==> src/rtl/phsl_pkg.sv <==
// Package for the strap latch: register map, field positions, reset values.
// Assumes one 50 MHz device clock and a synchronous, active-high chip reset.
package phsl_pkg;

  // ----------------------------------------------------------------
  // Register map (register index on the management port)
  // ----------------------------------------------------------------
  localparam logic [4:0] PHSL_CTRL_ADDR = 5'h00;
  localparam logic [4:0] PHSL_ADV_ADDR = 5'h04;

  // ----------------------------------------------------------------
  // Control register field positions
  // ----------------------------------------------------------------
  localparam int PHSL_CTRL_SPEED_BIT = 13;
  localparam int PHSL_CTRL_ANEG_BIT = 12;
  localparam int PHSL_CTRL_ISO_BIT = 10;
  localparam int PHSL_CTRL_DUPLEX_BIT = 8;

  // ----------------------------------------------------------------
  // Advertisement register fields and values
  // ----------------------------------------------------------------
  localparam int PHSL_ADV_TECH_LSB = 5;
  localparam int PHSL_ADV_TECH_MSB = 8;
  localparam logic [3:0] PHSL_ADV_TECH_100 = 4'hf;
  localparam logic [3:0] PHSL_ADV_TECH_10 = 4'h3;

  // ----------------------------------------------------------------
  // Reset values of the bits not loaded from straps
  // ----------------------------------------------------------------
  localparam logic [15:0] PHSL_CTRL_RESET = 16'h0000;
  localparam logic [15:0] PHSL_ADV_RESET = 16'h0001;

  // ----------------------------------------------------------------
  // Strap default levels (pull direction of the weak internal pulls)
  // ----------------------------------------------------------------
  localparam logic PHSL_ISO_DEFAULT = 1'b0;
  localparam logic PHSL_SPEED_DEFAULT = 1'b1;
  localparam logic PHSL_DUPLEX_DEFAULT = 1'b1;
  localparam logic PHSL_ANEG_DEFAULT = 1'b1;

  // ----------------------------------------------------------------
  // Carriers
  // ----------------------------------------------------------------
  typedef struct packed {
    logic isolate;
    logic speed;
    logic duplex;
    logic autoneg_enable_strap;
  } phsl_strap_type;

  localparam phsl_strap_type PHSL_STRAP_DEFAULT = '{
    isolate: PHSL_ISO_DEFAULT,
    speed: PHSL_SPEED_DEFAULT,
    duplex: PHSL_DUPLEX_DEFAULT,
    autoneg_enable_strap: PHSL_ANEG_DEFAULT
  };

  typedef struct packed {
    logic wr;
    logic rd;
    logic [4:0] addr;
    logic [15:0] wdata;
  } phsl_mgmt_type;

  typedef enum logic [1:0] {
    PHSL_ST_SAMPLE = 2'b01,
    PHSL_ST_RUN = 2'b10
  } phsl_state_type;

endpackage

==> src/rtl/phsl_strap_latch.sv <==
// Strap latch: samples configuration straps during reset and loads the
// control and advertisement registers; pins turn into outputs afterwards.
// Assumes the management port is driven from logic on clk_in.
`timescale 1ns/100ps
module phsl_strap_latch
  import phsl_pkg::*;
(
  input wire logic clk_in,
  input wire logic reset_in,
  input wire phsl_strap_type strap_pin_in,
  input wire phsl_strap_type pin_func_in,
  input wire phsl_mgmt_type mgmt_in,
  output phsl_strap_type strap_pin_out,
  output phsl_strap_type strap_pin_oe_out,
  output logic strap_pull_en_out,
  output phsl_strap_type strap_latched_out,
  output logic [15:0] ctrl_reg_out,
  output logic [15:0] adv_reg_out,
  output logic [15:0] rd_data_out,
  output logic rd_valid_out
);

  // ----------------------------------------------------------------
  // Declarations
  // ----------------------------------------------------------------
  phsl_strap_type pin_level;
  phsl_state_type state_q;
  phsl_state_type state_d;
  phsl_strap_type latched_q;
  phsl_strap_type latched_d;
  phsl_strap_type oe_q;
  phsl_strap_type oe_d;
  phsl_strap_type pin_out_q;
  phsl_strap_type pin_out_d;
  logic pull_q;
  logic pull_d;
  logic [15:0] ctrl_q;
  logic [15:0] ctrl_d;
  logic [15:0] adv_q;
  logic [15:0] adv_d;
  logic [15:0] rd_data_q;
  logic [15:0] rd_data_d;
  logic rd_valid_q;
  logic rd_valid_d;

  // Control word built from captured straps
  function automatic logic [15:0] ctrl_from_straps(input phsl_strap_type s);
    logic [15:0] v;
    v = PHSL_CTRL_RESET;
    v[PHSL_CTRL_ISO_BIT] = s.isolate;
    v[PHSL_CTRL_SPEED_BIT] = s.speed;
    v[PHSL_CTRL_DUPLEX_BIT] = ~s.duplex;
    v[PHSL_CTRL_ANEG_BIT] = s.autoneg_enable_strap;
    return v;
  endfunction

  // Advertisement word built from the rate strap
  function automatic logic [15:0] adv_from_straps(input phsl_strap_type s);
    logic [15:0] v;
    v = PHSL_ADV_RESET;
    v[PHSL_ADV_TECH_MSB:PHSL_ADV_TECH_LSB] = s.speed ? PHSL_ADV_TECH_100 : PHSL_ADV_TECH_10;
    return v;
  endfunction

  // ----------------------------------------------------------------
  // Pin synchroniser
  // ----------------------------------------------------------------
  phsl_sync3 #(
    .WIDTH($bits(phsl_strap_type))
  ) u_sync (
    .clk_in(clk_in),
    .pin_in(strap_pin_in),
    .level_out(pin_level)
  );

  // ----------------------------------------------------------------
  // Phase control and pin direction
  // ----------------------------------------------------------------
  always_comb
  begin
    state_d = state_q;
    oe_d = '0;
    pull_d = 1'b1;
    pin_out_d = pin_func_in;
    case (state_q)
      PHSL_ST_SAMPLE:
      begin
        if (!reset_in)
        begin
          state_d = PHSL_ST_RUN;
          oe_d = '1;
          pull_d = 1'b0;
        end
      end
      PHSL_ST_RUN:
      begin
        oe_d = '1;
        pull_d = 1'b0;
      end
      default:
      begin
        state_d = PHSL_ST_SAMPLE;
      end
    endcase
    if (reset_in)
    begin
      state_d = PHSL_ST_SAMPLE;
      oe_d = '0;
      pull_d = 1'b1;
    end
  end

  // Phase registers
  always_ff @(posedge clk_in)
  begin
    state_q <= state_d;
    oe_q <= oe_d;
    pull_q <= pull_d;
    pin_out_q <= pin_out_d;
  end

  // ----------------------------------------------------------------
  // Strap capture, held outside reset
  // ----------------------------------------------------------------
  always_comb
  begin
    latched_d = latched_q;
    if (reset_in)
    begin
      latched_d = pin_level;
    end
  end

  // Capture register
  always_ff @(posedge clk_in)
  begin
    latched_q <= latched_d;
  end

  // ----------------------------------------------------------------
  // Register bank: strap load, management writes and reads
  // ----------------------------------------------------------------
  always_comb
  begin
    ctrl_d = ctrl_q;
    adv_d = adv_q;
    rd_data_d = rd_data_q;
    rd_valid_d = 1'b0;
    if (reset_in)
    begin
      ctrl_d = PHSL_CTRL_RESET;
      adv_d = PHSL_ADV_RESET;
      rd_data_d = '0;
    end
    else if (state_q == PHSL_ST_SAMPLE)
    begin
      ctrl_d = ctrl_from_straps(latched_q);
      adv_d = adv_from_straps(latched_q);
    end
    else
    begin
      if (mgmt_in.wr)
      begin
        if (mgmt_in.addr == PHSL_CTRL_ADDR)
        begin
          ctrl_d = mgmt_in.wdata;
        end
        else if (mgmt_in.addr == PHSL_ADV_ADDR)
        begin
          adv_d = mgmt_in.wdata;
        end
      end
      if (mgmt_in.rd)
      begin
        rd_valid_d = 1'b1;
        case (mgmt_in.addr)
          PHSL_CTRL_ADDR: rd_data_d = ctrl_q;
          PHSL_ADV_ADDR: rd_data_d = adv_q;
          default: rd_data_d = '0; // Unmapped reads as zero
        endcase
      end
    end
  end

  // Register bank flops
  always_ff @(posedge clk_in)
  begin
    ctrl_q <= ctrl_d;
    adv_q <= adv_d;
    rd_data_q <= rd_data_d;
    rd_valid_q <= rd_valid_d;
  end

  // ----------------------------------------------------------------
  // Outputs
  // ----------------------------------------------------------------
  assign strap_pin_out = pin_out_q;
  assign strap_pin_oe_out = oe_q;
  assign strap_pull_en_out = pull_q;
  assign strap_latched_out = latched_q;
  assign ctrl_reg_out = ctrl_q;
  assign adv_reg_out = adv_q;
  assign rd_data_out = rd_data_q;
  assign rd_valid_out = rd_valid_q;
endmodule

==> src/rtl/phsl_sync3.sv <==
// Three-stage input synchroniser with agreement filter.
// Assumes inputs are asynchronous pins; output moves only when stages 2 and 3 agree.
`timescale 1ns/100ps
module phsl_sync3
  import phsl_pkg::*;
#(
  parameter int WIDTH = 4
)
(
  input wire logic clk_in,
  input wire logic [WIDTH-1:0] pin_in,
  output logic [WIDTH-1:0] level_out
);

  logic [WIDTH-1:0] s1_q;
  logic [WIDTH-1:0] s2_q;
  logic [WIDTH-1:0] s3_q;
  logic [WIDTH-1:0] level_q;
  logic [WIDTH-1:0] level_d;

  // ----------------------------------------------------------------
  // Agreement filter, per bit
  // ----------------------------------------------------------------
  always_comb
  begin
    level_d = level_q;
    for (int i = 0; i < WIDTH; i++)
    begin
      if (s2_q[i] == s3_q[i])
      begin
        level_d[i] = s3_q[i];
      end
    end
  end

  // Sampling chain keeps running through reset
  always_ff @(posedge clk_in)
  begin
    s1_q <= pin_in;
    s2_q <= s1_q;
    s3_q <= s2_q;
    level_q <= level_d;
  end

  assign level_out = level_q;

endmodule

==> config.mk <==
export PLATFORM = sky130hd
export DESIGN_NAME = phsl_strap_latch
export DESIGN_NICKNAME = d
export VERILOG_FILES = /design/src/rtl/phsl_pkg.sv /design/src/rtl/phsl_strap_latch.sv /design/src/rtl/phsl_sync3.sv
export SDC_FILE = /design/constraint.sdc
export NUM_CORES = 1
export LEC_CHECK = 0
export BUFFER_PORTS_ARGS = -buffer_cell sky130_fd_sc_hd__buf_2
export CAP_MARGIN = 20
export CORE_ASPECT_RATIO = 0.8
export CORE_MARGIN = 2
export CORE_UTILIZATION = 40
export CTS_BUF_LIST = sky130_fd_sc_hd__clkbuf_8
export CTS_CLUSTER_DIAMETER = 200
export DETAILED_ROUTE_END_ITERATION = 10
export GPL_TIMING_DRIVEN = 1
export PLACE_DENSITY = 0.65
export SLEW_MARGIN = 20
export SYNTH_ARGS = -nofsm -noshare
export SYNTH_HDL_FRONTEND = slang
export SYNTH_SLANG_ARGS = --single-unit
==> constraint.sdc <==
create_clock -name clk_in -period 1.82 [get_ports clk_in]
set_clock_uncertainty 0.2 [all_clocks]
set_input_delay 0.091 -clock clk_in [delete_from_list [all_inputs] [get_ports clk_in]]
set_output_delay 0.091 -clock clk_in [all_outputs]
set_load 0.01 [all_outputs]
Word-level counts from Yosys, hierarchy flattened:

Cells that the tools add are included.

* input bits: 33
* flip-flop bits (word level): 80

* muxes and demuxes: 13
* bitwise operators: 3
* reduce and logical (&&, ||, !) cells: 11
* equal/unequal tests: 8

Operators by type and width (number)
* 14-bit two-way mux: 3
* 9-bit two-way mux: 4
* 16-bit case mux with 2 select lines: 1
* 4-bit two-way mux: 2
* 2-bit AND reduction: 3
* 3-bit AND reduction: 2
* 2-bit nonzero test: 3
* 5-bit by 3-bit == test with 1-bit output (second input constant): 1
* 5-bit logical NOT: 1
* 1-bit == test: 4
* 2-bit case mux with 2 select lines: 1
* 2-bit OR reduction: 2
* 1-bit inverter: 3
* 2-bit by 1-bit == test with 1-bit output (second input constant): 1
* 2-bit == test (second input constant): 1
* 1-bit two-way mux: 2
* 2-bit inequality test (second input constant): 1

Depth between registers and ports, before layout:

Gate-level depths: netlist of run 1.

* word-level depth: 5
* depth in mapped cells: 8
* gate-level depth less buffers: 5

Modules after synthesis:

A second synthesis of run 1 with hierarchy kept.

* cell total of the unflattened synthesis: 296
* area, all modules: 2914.0 um^2

Modules (own cells, without submodules)
* phsl_strap_latch: area an instance 2518.7 um^2, instances 1, cells each 276
* phsl_sync3: area an instance 395.4 um^2, instances 1, cells each 20

Worst setup path before layout of run 1:

No wires, ideal clock.

* kind: register -> register
* start: register state_q[1]
* end: register rd_data_q[10] (netlist: rd_data_out[10])
* arrival: 1.380 ns
* cell stages (with the launch flop): 9
* setup time: 0.070 ns
* path buffers: 3
* path slack: 0.170 ns
* path through: dfxtp_1 inv_1 ha_1 buf_2 nor2b_1 clkbuf_1 buf_2 nand3_1 a21oi_1

* word-level cells in the longest chain between the ends: 3

Ends and longest elaborated chain
* start, declared: line phsl_strap_latch.sv:27 `phsl_state_type state_q;`
* start signal, assigned: line phsl_strap_latch.sv:116 `state_q <= state_d;`
* 2-bit by 1-bit == test with 1-bit output: line phsl_strap_latch.sv:155 `else if (state_q == PHSL_ST_SAMPLE)`
* 1-bit inverter (no line)
* 2-bit AND reduction (no line)
* end signal, assigned: line phsl_strap_latch.sv:190 `rd_data_q <= rd_data_d;`
* end, declared: line phsl_strap_latch.sv:41 `logic [15:0] rd_data_q;`

Every way passes these cells.
A chain may end at the register's enable or synchronous reset.

Final worst setup path of run 1:

* start: register state_q[1]
* end: register adv_q[9] (netlist: adv_reg_out[9])

* word-level cells in the longest chain between the ends: 2

Ends and longest elaborated chain
* 2-bit by 1-bit == test with 1-bit output: line phsl_strap_latch.sv:155
* 2-bit OR reduction (no line)
* end signal, assigned: line phsl_strap_latch.sv:189 `adv_q <= adv_d;`
* end, declared: line phsl_strap_latch.sv:39 `logic [15:0] adv_q;`

Every way passes these cells.

==> qor.yml, run 1 <==
netlist-cell-type-count: 27
grt_max_degree: 49
drt-total-wl_um: 7510
finalNetCount: 443
postCtsSetupRepairBufs: 0
crit_type: "reg2reg"
setup_viol: 0
hold_viol_final: 0
min_path_type: "in2reg"
required_ns: 1.89
grt_pass1_wl_um: 12000
reg2reg_depth: 5
core_area_sq_um: 6960
crit_chain: "inv_1 > ha_1 > or2_1 > buf_4 > a21oi_1"
path_depth: 5
power_leakage_nw: 1.68
grt_overflow_total: 0
numClockSinks: 77
chipWidth_um: 99.2
cp_top_family: "simple AND/OR/NAND/NOR gates"
start_util_pct: 41.7
end_kind: "flip-flop"
ioPinCount: 95
rsz0062_at_grt: "no"
antenna_found_initial: 0
placed_cells: 460
clockBufferDepth: 2
critPathBufInv: 2
vias: 2558
dieHeight_um: 80.1
syn-num-nets: 331
cp_slowest_cell: "or2_1"
cts_tree: "done"
drtIter0Drc: 168
drc: 0
crit_fanout: 10
start_kind: "flip-flop"
first_global_vias: 2453
synth_seq_cells: 77
p_per_area_nw_per_um2: 1040
hold-worst-slack_ns: 0.0468
rows: 27
ys_warn_count: 0
post-route-util_pct: 56.5
firstDrtPassIters: 4
io_buffers: 94
layout-drive-gt1-share_pct: 30.5
ys_seq_area_share_pct: 55.9
fin_crit_ns: 1.67
vias_per_cell: 5.12
postRouteAntennaNets: 0
fmax_ghz: 0.600
relSlewSlack_pct: 76.0
instances_no_fill: 500
ir_drop_mv: 0.555
die_area_sq_um: 7950
hold_depth: 3
path_clk_slew_ns: 0.08
n_fill_cell: 621
clk_latency_ns: 0.35
dpl.hpwl_um: 5140
slowest_delay_ns: 0.38
htreeDepth: 3
grt_use_total_pct: 19.6
place_congestion: 0.768
power.total_mw: 4.09
tightest_slew_ns: 0.360
fin_tns_setup_ns: 0
arrival_ns: 1.74
syn_inst: 296
drv_slew: 0
maxCapViolations: 0
post_drt_wl_per_cell_um: 15.0
area_delta_synth_final_pct: 35.6
insertedDiodeCount: 0
syn_avg_cell_area_sq_um: 9.79
layout_worst_path_cycle_share_pct: 91.6
status: "completed"
root_buffer: "clkbuf_8"
cts_buffers: 9
syn-cell-area_sq_um: 2900
==> flip-flops by register name, indices dropped and copies added (netlist names) <==
| register | flops |
|---|---|
| u_sync.s2_q | 4 |
| rd_data_out | 16 |
| state_q | 2 |
| strap_pin_oe_out | 1 |
| strap_latched_out | 4 |
| u_sync.s3_q | 4 |
| u_sync.s1_q | 4 |
| adv_reg_out | 16 |
| strap_pull_en_out | 1 |
| rd_valid_out | 1 |
| ctrl_reg_out | 16 |
| strap_pin_out | 4 |
| u_sync.level_out | 4 |
==> power by group <==
group          total (mW)  switching [mW]  internal (mW)  leakage (nW)
Sequential           1.86          0.0545           1.81         0.644
Combinational       0.565           0.318          0.247         0.901
Clock                1.66           0.613           1.04         0.131
Total                4.09           0.985           3.10          1.68
==> kinds of logic after synthesis <==
group           count (synthesis)  share of synthesized area [%]
buf+inv                        37                           6.86
flops                          77                           55.9
simple gates                   70                           12.1
mux                            17                           6.56
compound gates                 89                           16.5
fa+ha+maj                       2                          0.863
xor+xnor                        4                           1.21
==> layout by cell type, fill, tap and decap left out <==
cell           count
nor4_4             1
edfxtp_1           8
clkinv_1           1
a221oi_1           3
a21oi_1           42
dfxtp_1           69
a31oi_1            8
nand2_1           17
bufinv_16          4
dlygate4sd3_1     24
nor2_1             3
and2_1             1
nand3_1           40
nor2b_1            2
buf_12             1
buf_4             13
a211o_1            1
o21ai_1           32
xnor2_1            4
ha_1               2
nand3b_1           1
or2_1              2
nand2b_2           1
nand2b_1           1
mux2_1            16
mux2i_1            1
buf_2             94
a21boi_1           3
clkinv_2           1
or4_4              1
clkbuf_8           9
inv_1              6
clkinv_4           1
==> worst paths after layout <==
kind / to / start / slack, ns
worst max-delay path: adv_reg_out[9] / state_q[1] / 0.15
worst min register to register: u_sync.s2_q[3] / u_sync.s1_q[3] / 0.13
worst min-delay path: rd_valid_out / mgmt_in[21] / 0.05
worst max register to register: adv_reg_out[9] / state_q[1] / 0.15
==> cell usage after synthesis, drive strengths merged <==
cell type,number,share of area (%)
edfxtp,8,8.3
nand2b,2,0.43
buf,21,4.8
nand2,17,2.2
a21oi,42,7.3
nor4,1,0.43
inv,6,0.78
a21boi,3,0.78
a31oi,8,1.7
nor2b,2,0.43
and2,1,0.22
or2,2,0.43
dfxtp,69,48
a211o,1,0.30
nand3b,1,0.26
nor2,3,0.39
xnor2,4,1.2
a221oi,3,0.91
nand3,40,6.9
ha,2,0.86
mux2i,1,0.35
o21ai,32,5.5
clkbuf,10,1.3
or4,1,0.39
mux2,16,6.2
==> stage by stage <==
stage	setup slack (ns)	cell area, sq um
after floorplan	0.170	2900
after global placement	0.248	3430
after detailed placement	0.185	3430
after CTS	0.163	3930
after global routing	0.0611	3930
final	0.153	3930
==> metal layers <==
layer	up-vias	part of all wire, %	track usage [%]	wire length (um)
met4	0	1.8	7.81	135
met5	-	0	0	0
met3	15	8.3	6.53	622
li1	1267	-	-	-
met1	1158	45	25.8	3390
met2	118	45	29.7	3360
==> cell type report <==
type	count	area, sq um	area share, %
inverters	6	22.5	0.573
flip-flops and latches	77	1620	41.2
clock buffers	9	124	3.15
repair buffers	132	828	21.1
well taps	87	109	2.77
multi-input cells	182	1090	27.7
clock inverters	7	138	3.50
==> repair_timing <==
item	4_1_cts	5_1_grt
gates resized for setup	0	1
setup endpoints to repair	0	3
hold buffers	24	0
hold endpoints to repair	40	0
==> worst min-delay path, delay by kind of cell <==
family / cells / cell delay, ns
buffers and inverters: 1 / 0.12
AND/OR/NAND/NOR: 2 / 0.32
(Power assumes the default switching activity.)
==> run 2: changes to the inputs <==
--- a/config.mk
+++ b/config.mk
@@ -14,8 +14,9 @@
 export CTS_CLUSTER_DIAMETER = 200
 export DETAILED_ROUTE_END_ITERATION = 10
 export GPL_TIMING_DRIVEN = 1
-export PLACE_DENSITY = 0.65
+export PLACE_DENSITY = 0.64
 export SLEW_MARGIN = 20
 export SYNTH_ARGS = -nofsm -noshare
 export SYNTH_HDL_FRONTEND = slang
+export SYNTH_HIERARCHICAL = 1
 export SYNTH_SLANG_ARGS = --single-unit
==> run 2 against run 1 <==
Effect of this change: non-clock buffer count decreased by 4; hold slack got worse by 0.0097 ns; setup slack improved by 0.097 ns; critical path depth unchanged; final area decreased by 1.6%; utilization decreased by 0.88 points; synthesized cell count unchanged; routed wire length decreased by 1.1%; final cell count decreased by 0.80%; count of clock-buffer cells in the layout unchanged; synthesized area increased by 0.52%; largest power group unchanged.
==> qor.yml, run 2 <==
hold_depth: 3  # unchanged
synth_seq_cells: 77  # unchanged
arrival_ns: 1.60  # was 1.74 ns
m1WireLength_um: 3400  # was 3390 um
vias: 2555  # was 2558
power_leakage_nw: 1.64  # was 1.68 nW
post_drt_wl_per_cell_um: 15.0  # about the same
hp-start: "mgmt_in[21]"  # unchanged
power.total_mw: 3.71  # was 4.09 mW
fin_crit_ns: 1.57  # was 1.67 ns
dpl.hpwl_um: 4950  # was 5140 um
timing.rr.start: "state_q[1]"  # unchanged
synth-async-reset-ratio_pct: 0  # unchanged
hold_end: "rd_valid_out"  # unchanged
ys_seq_area_share_pct: 55.6  # was 55.9%
syn-cell-area_sq_um: 2910  # was 2900 sq um
path_clk_slew_ns: 0.08  # about the same
drc: 0  # unchanged
final_common_cell: "buf_2"  # unchanged
wl_met3_um: 586  # was 622 um
dieHeight_um: 80.3  # was 80.1 um
place_congestion: 0.840  # was 0.768
hold_viol_final: 0  # unchanged
clk_latency_ns: 0.34  # was 0.35 ns
instances_no_fill: 496  # was 500
crit_type: "reg2reg"  # unchanged
placed_cells: 455  # was 460
synth_ff_type: "dfxtp_1"  # unchanged
layout.area.seq_sq_um: 1620  # unchanged
wl_met2_um: 3380  # was 3360 um
grt_overflow_total: 0  # unchanged
first_global_vias: 2458  # was 2453
n_fill_cell: 650  # was 621
drtIter0Drc: 197  # was 168
io_buffers: 94  # unchanged
start_kind: "flip-flop"  # unchanged
chipWidth_um: 99.4  # was 99.2 um
crit_fanout: 16  # was 10
core_area_sq_um: 6960  # unchanged
multi_input_area_sq_um: 1110  # was 1090 sq um
end_kind: "flip-flop"  # unchanged
firstDrtPassIters: 5  # was 4
vias_per_cell: 5.15  # was 5.12
drt-total-wl_um: 7430  # was 7510 um
ys_warn_count: 6  # was 0
r2r-end: "adv_reg_out[0]"  # was adv_reg_out[9]
synthTopCellsByArea: "dfxtp_1 47%, edfxtp_1 8.2%, a21oi_1 7.6%, nand3_1 6.9%, mux2_1 6.2%"  # was dfxtp_1 48%, edfxtp_1 8.3%, a21oi_1 7.3%, nand3_1 6.9%, mux2_1 6.2%
reg2reg_slack_ns: 0.25  # was 0.15 ns
post-route-util_pct: 55.6  # was 56.5%
syn_inst: 296  # unchanged
grt_use_total_pct: 19.6  # about the same
syn-num-nets: 331  # unchanged
p_per_area_nw_per_um2: 958  # was 1040 nW/um^2
drv_slew: 0  # unchanged
fmax_ghz: 0.637  # was 0.600 GHz
area_delta_synth_final_pct: 32.8  # was 35.6%
synth_common_cells: "69 x dfxtp_1, 44 x a21oi_1, 40 x nand3_1"  # was 69 x dfxtp_1, 42 x a21oi_1, 40 x nand3_1
finalNetCount: 439  # was 443
status: "completed"  # unchanged
required_ns: 1.85  # was 1.89 ns
numClockSinks: 77  # unchanged
netlist-cell-type-count: 28  # was 27
relSlewSlack_pct: 53.4  # was 76.0%
tightest_slew_ns: 0.698  # was 0.360 ns
grt_pass1_wl_um: 12200  # was 12000 um
syn_avg_cell_area_sq_um: 9.84  # was 9.79 sq um
setup_viol: 0  # unchanged
layout_worst_path_cycle_share_pct: 86.3  # was 91.6%
cts_buffers: 9  # unchanged
rows: 27  # unchanged
rsz0062_at_grt: "no"  # unchanged
antenna_found_initial: 0  # unchanged
cts_tree: "done"  # unchanged
insertedDiodeCount: 0  # unchanged
final_cell_mix: "94 x buf_2, 69 x dfxtp_1, 44 x a21oi_1, 40 x nand3_1, 31 x o21ai_1"  # was 94 x buf_2, 69 x dfxtp_1, 42 x a21oi_1, 40 x nand3_1, 32 x o21ai_1
synth-edff-count: 8  # unchanged
fin_tns_setup_ns: 0  # unchanged
clockBufferDepth: 2  # unchanged
synth_largest_area_cell: "dfxtp_1"  # unchanged
root_buffer: "clkbuf_8"  # unchanged
top_layer: "met4"  # unchanged
layout-drive-gt1-share_pct: 30.8  # was 30.5%
reg2reg_depth: 5  # unchanged
maxCapViolations: 0  # unchanged
htreeDepth: 3  # unchanged
postRouteAntennaNets: 0  # unchanged
min_path_type: "in2reg"  # unchanged
ir_drop_mv: 0.602  # was 0.555 mV
die_area_sq_um: 7990  # was 7950 sq um
grt_max_degree: 49  # unchanged
synth_most_common_cell: "dfxtp_1"  # unchanged
yosys.area.top_type_share_pct: 47.4  # was 47.6%
ioPinCount: 95  # unchanged
start_util_pct: 41.9  # was 41.7%
postCtsSetupRepairBufs: 0  # unchanged
==> run 2: cell count changes after synthesis <==
cell,before,now
a21boi_1,3,0
a21o_1,0,1
a21oi_1,42,44
a221oi_1,3,0
a221oi_2,0,3
buf_2,12,10
clkbuf_1,10,12
o21ai_1,32,31
o21ai_2,0,1
==> run 2: cells by family after synthesis <==
logic type / share of synthesized area, %
AOI/OAI and AO/OA: 17.0
DFF: 55.6
and+or+nand+nor: 12.0
buffers and inverters: 6.74
muxes: 6.53
xor gates and xnor gates: 1.20
adders and majority gates: 0.859
==> run 2: where the power goes <==
part	internal, mW	switching (mW)	total (mW)
Combinational	0.249	0.328	0.577
Clock	0.637	0.634	1.27
Sequential	1.81	0.0535	1.86
==> run 2: timing repair <==
item / 4_1_cts / 5_1_grt
setup endpoints to repair: 0 / 14
gates resized for setup: 0 / 1
hold buffers: 25 / 0
endpoints found under the hold margin: 42 / 0
==> run 2: layout make-up <==
type                       count  share of cell area [%]
timing repair buffer         128                    21.0
sequential                    77                    41.9
tap                           87                    2.81
clock inverter                 7                    1.91
multi-input combinational    182                    28.6
clock buffer                   9                    3.20
inverter                       6                   0.582
==> run 2: per-stage QoR <==
step                      hold WS (ns)  cell area [sq um]  worst slack [ns]
final                           0.0371               3870             0.249
after global routing            0.0703               3870             0.123
after CTS                       0.0529               3870            0.0734
after detailed placement      -0.00495               3420             0.126
after global placement        -0.00714               3420             0.218
after floorplan                -0.0813               2910             0.170
==> run 2: how the worst max path moves through the flow <==
stage	to	start	depth (start not counted)	slack [ns]
after global placement	rd_data_out[1]	state_q[1]	5	0.22
after CTS	rd_data_out[3]	state_q[0]	4	0.07
after global routing	rd_data_out[5]	state_q[1]	6	0.12
after floorplan	rd_data_out[10]	state_q[1]	8	0.17
final	adv_reg_out[0]	state_q[1]	5	0.25
after detailed placement	rd_data_out[10]	state_q[0]	4	0.13
==> run 2: per-layer routing <==
| layer | global-route usage, % | vias to the layer above |
|---|---|---|
| met5 | 0 | - |
| met4 | 5.75 | 0 |
| met3 | 7.48 | 6 |
| met2 | 28.9 | 97 |
| met1 | 26.7 | 1191 |
| li1 | - | 1261 |
==> run 2: worst max-delay path, cell delays in order, from the launching register on <==
cell      delay (ns)
dfxtp_1         0.35
inv_1           0.05
ha_1            0.23
or2_1           0.26
buf_4           0.20
nand3b_1        0.16
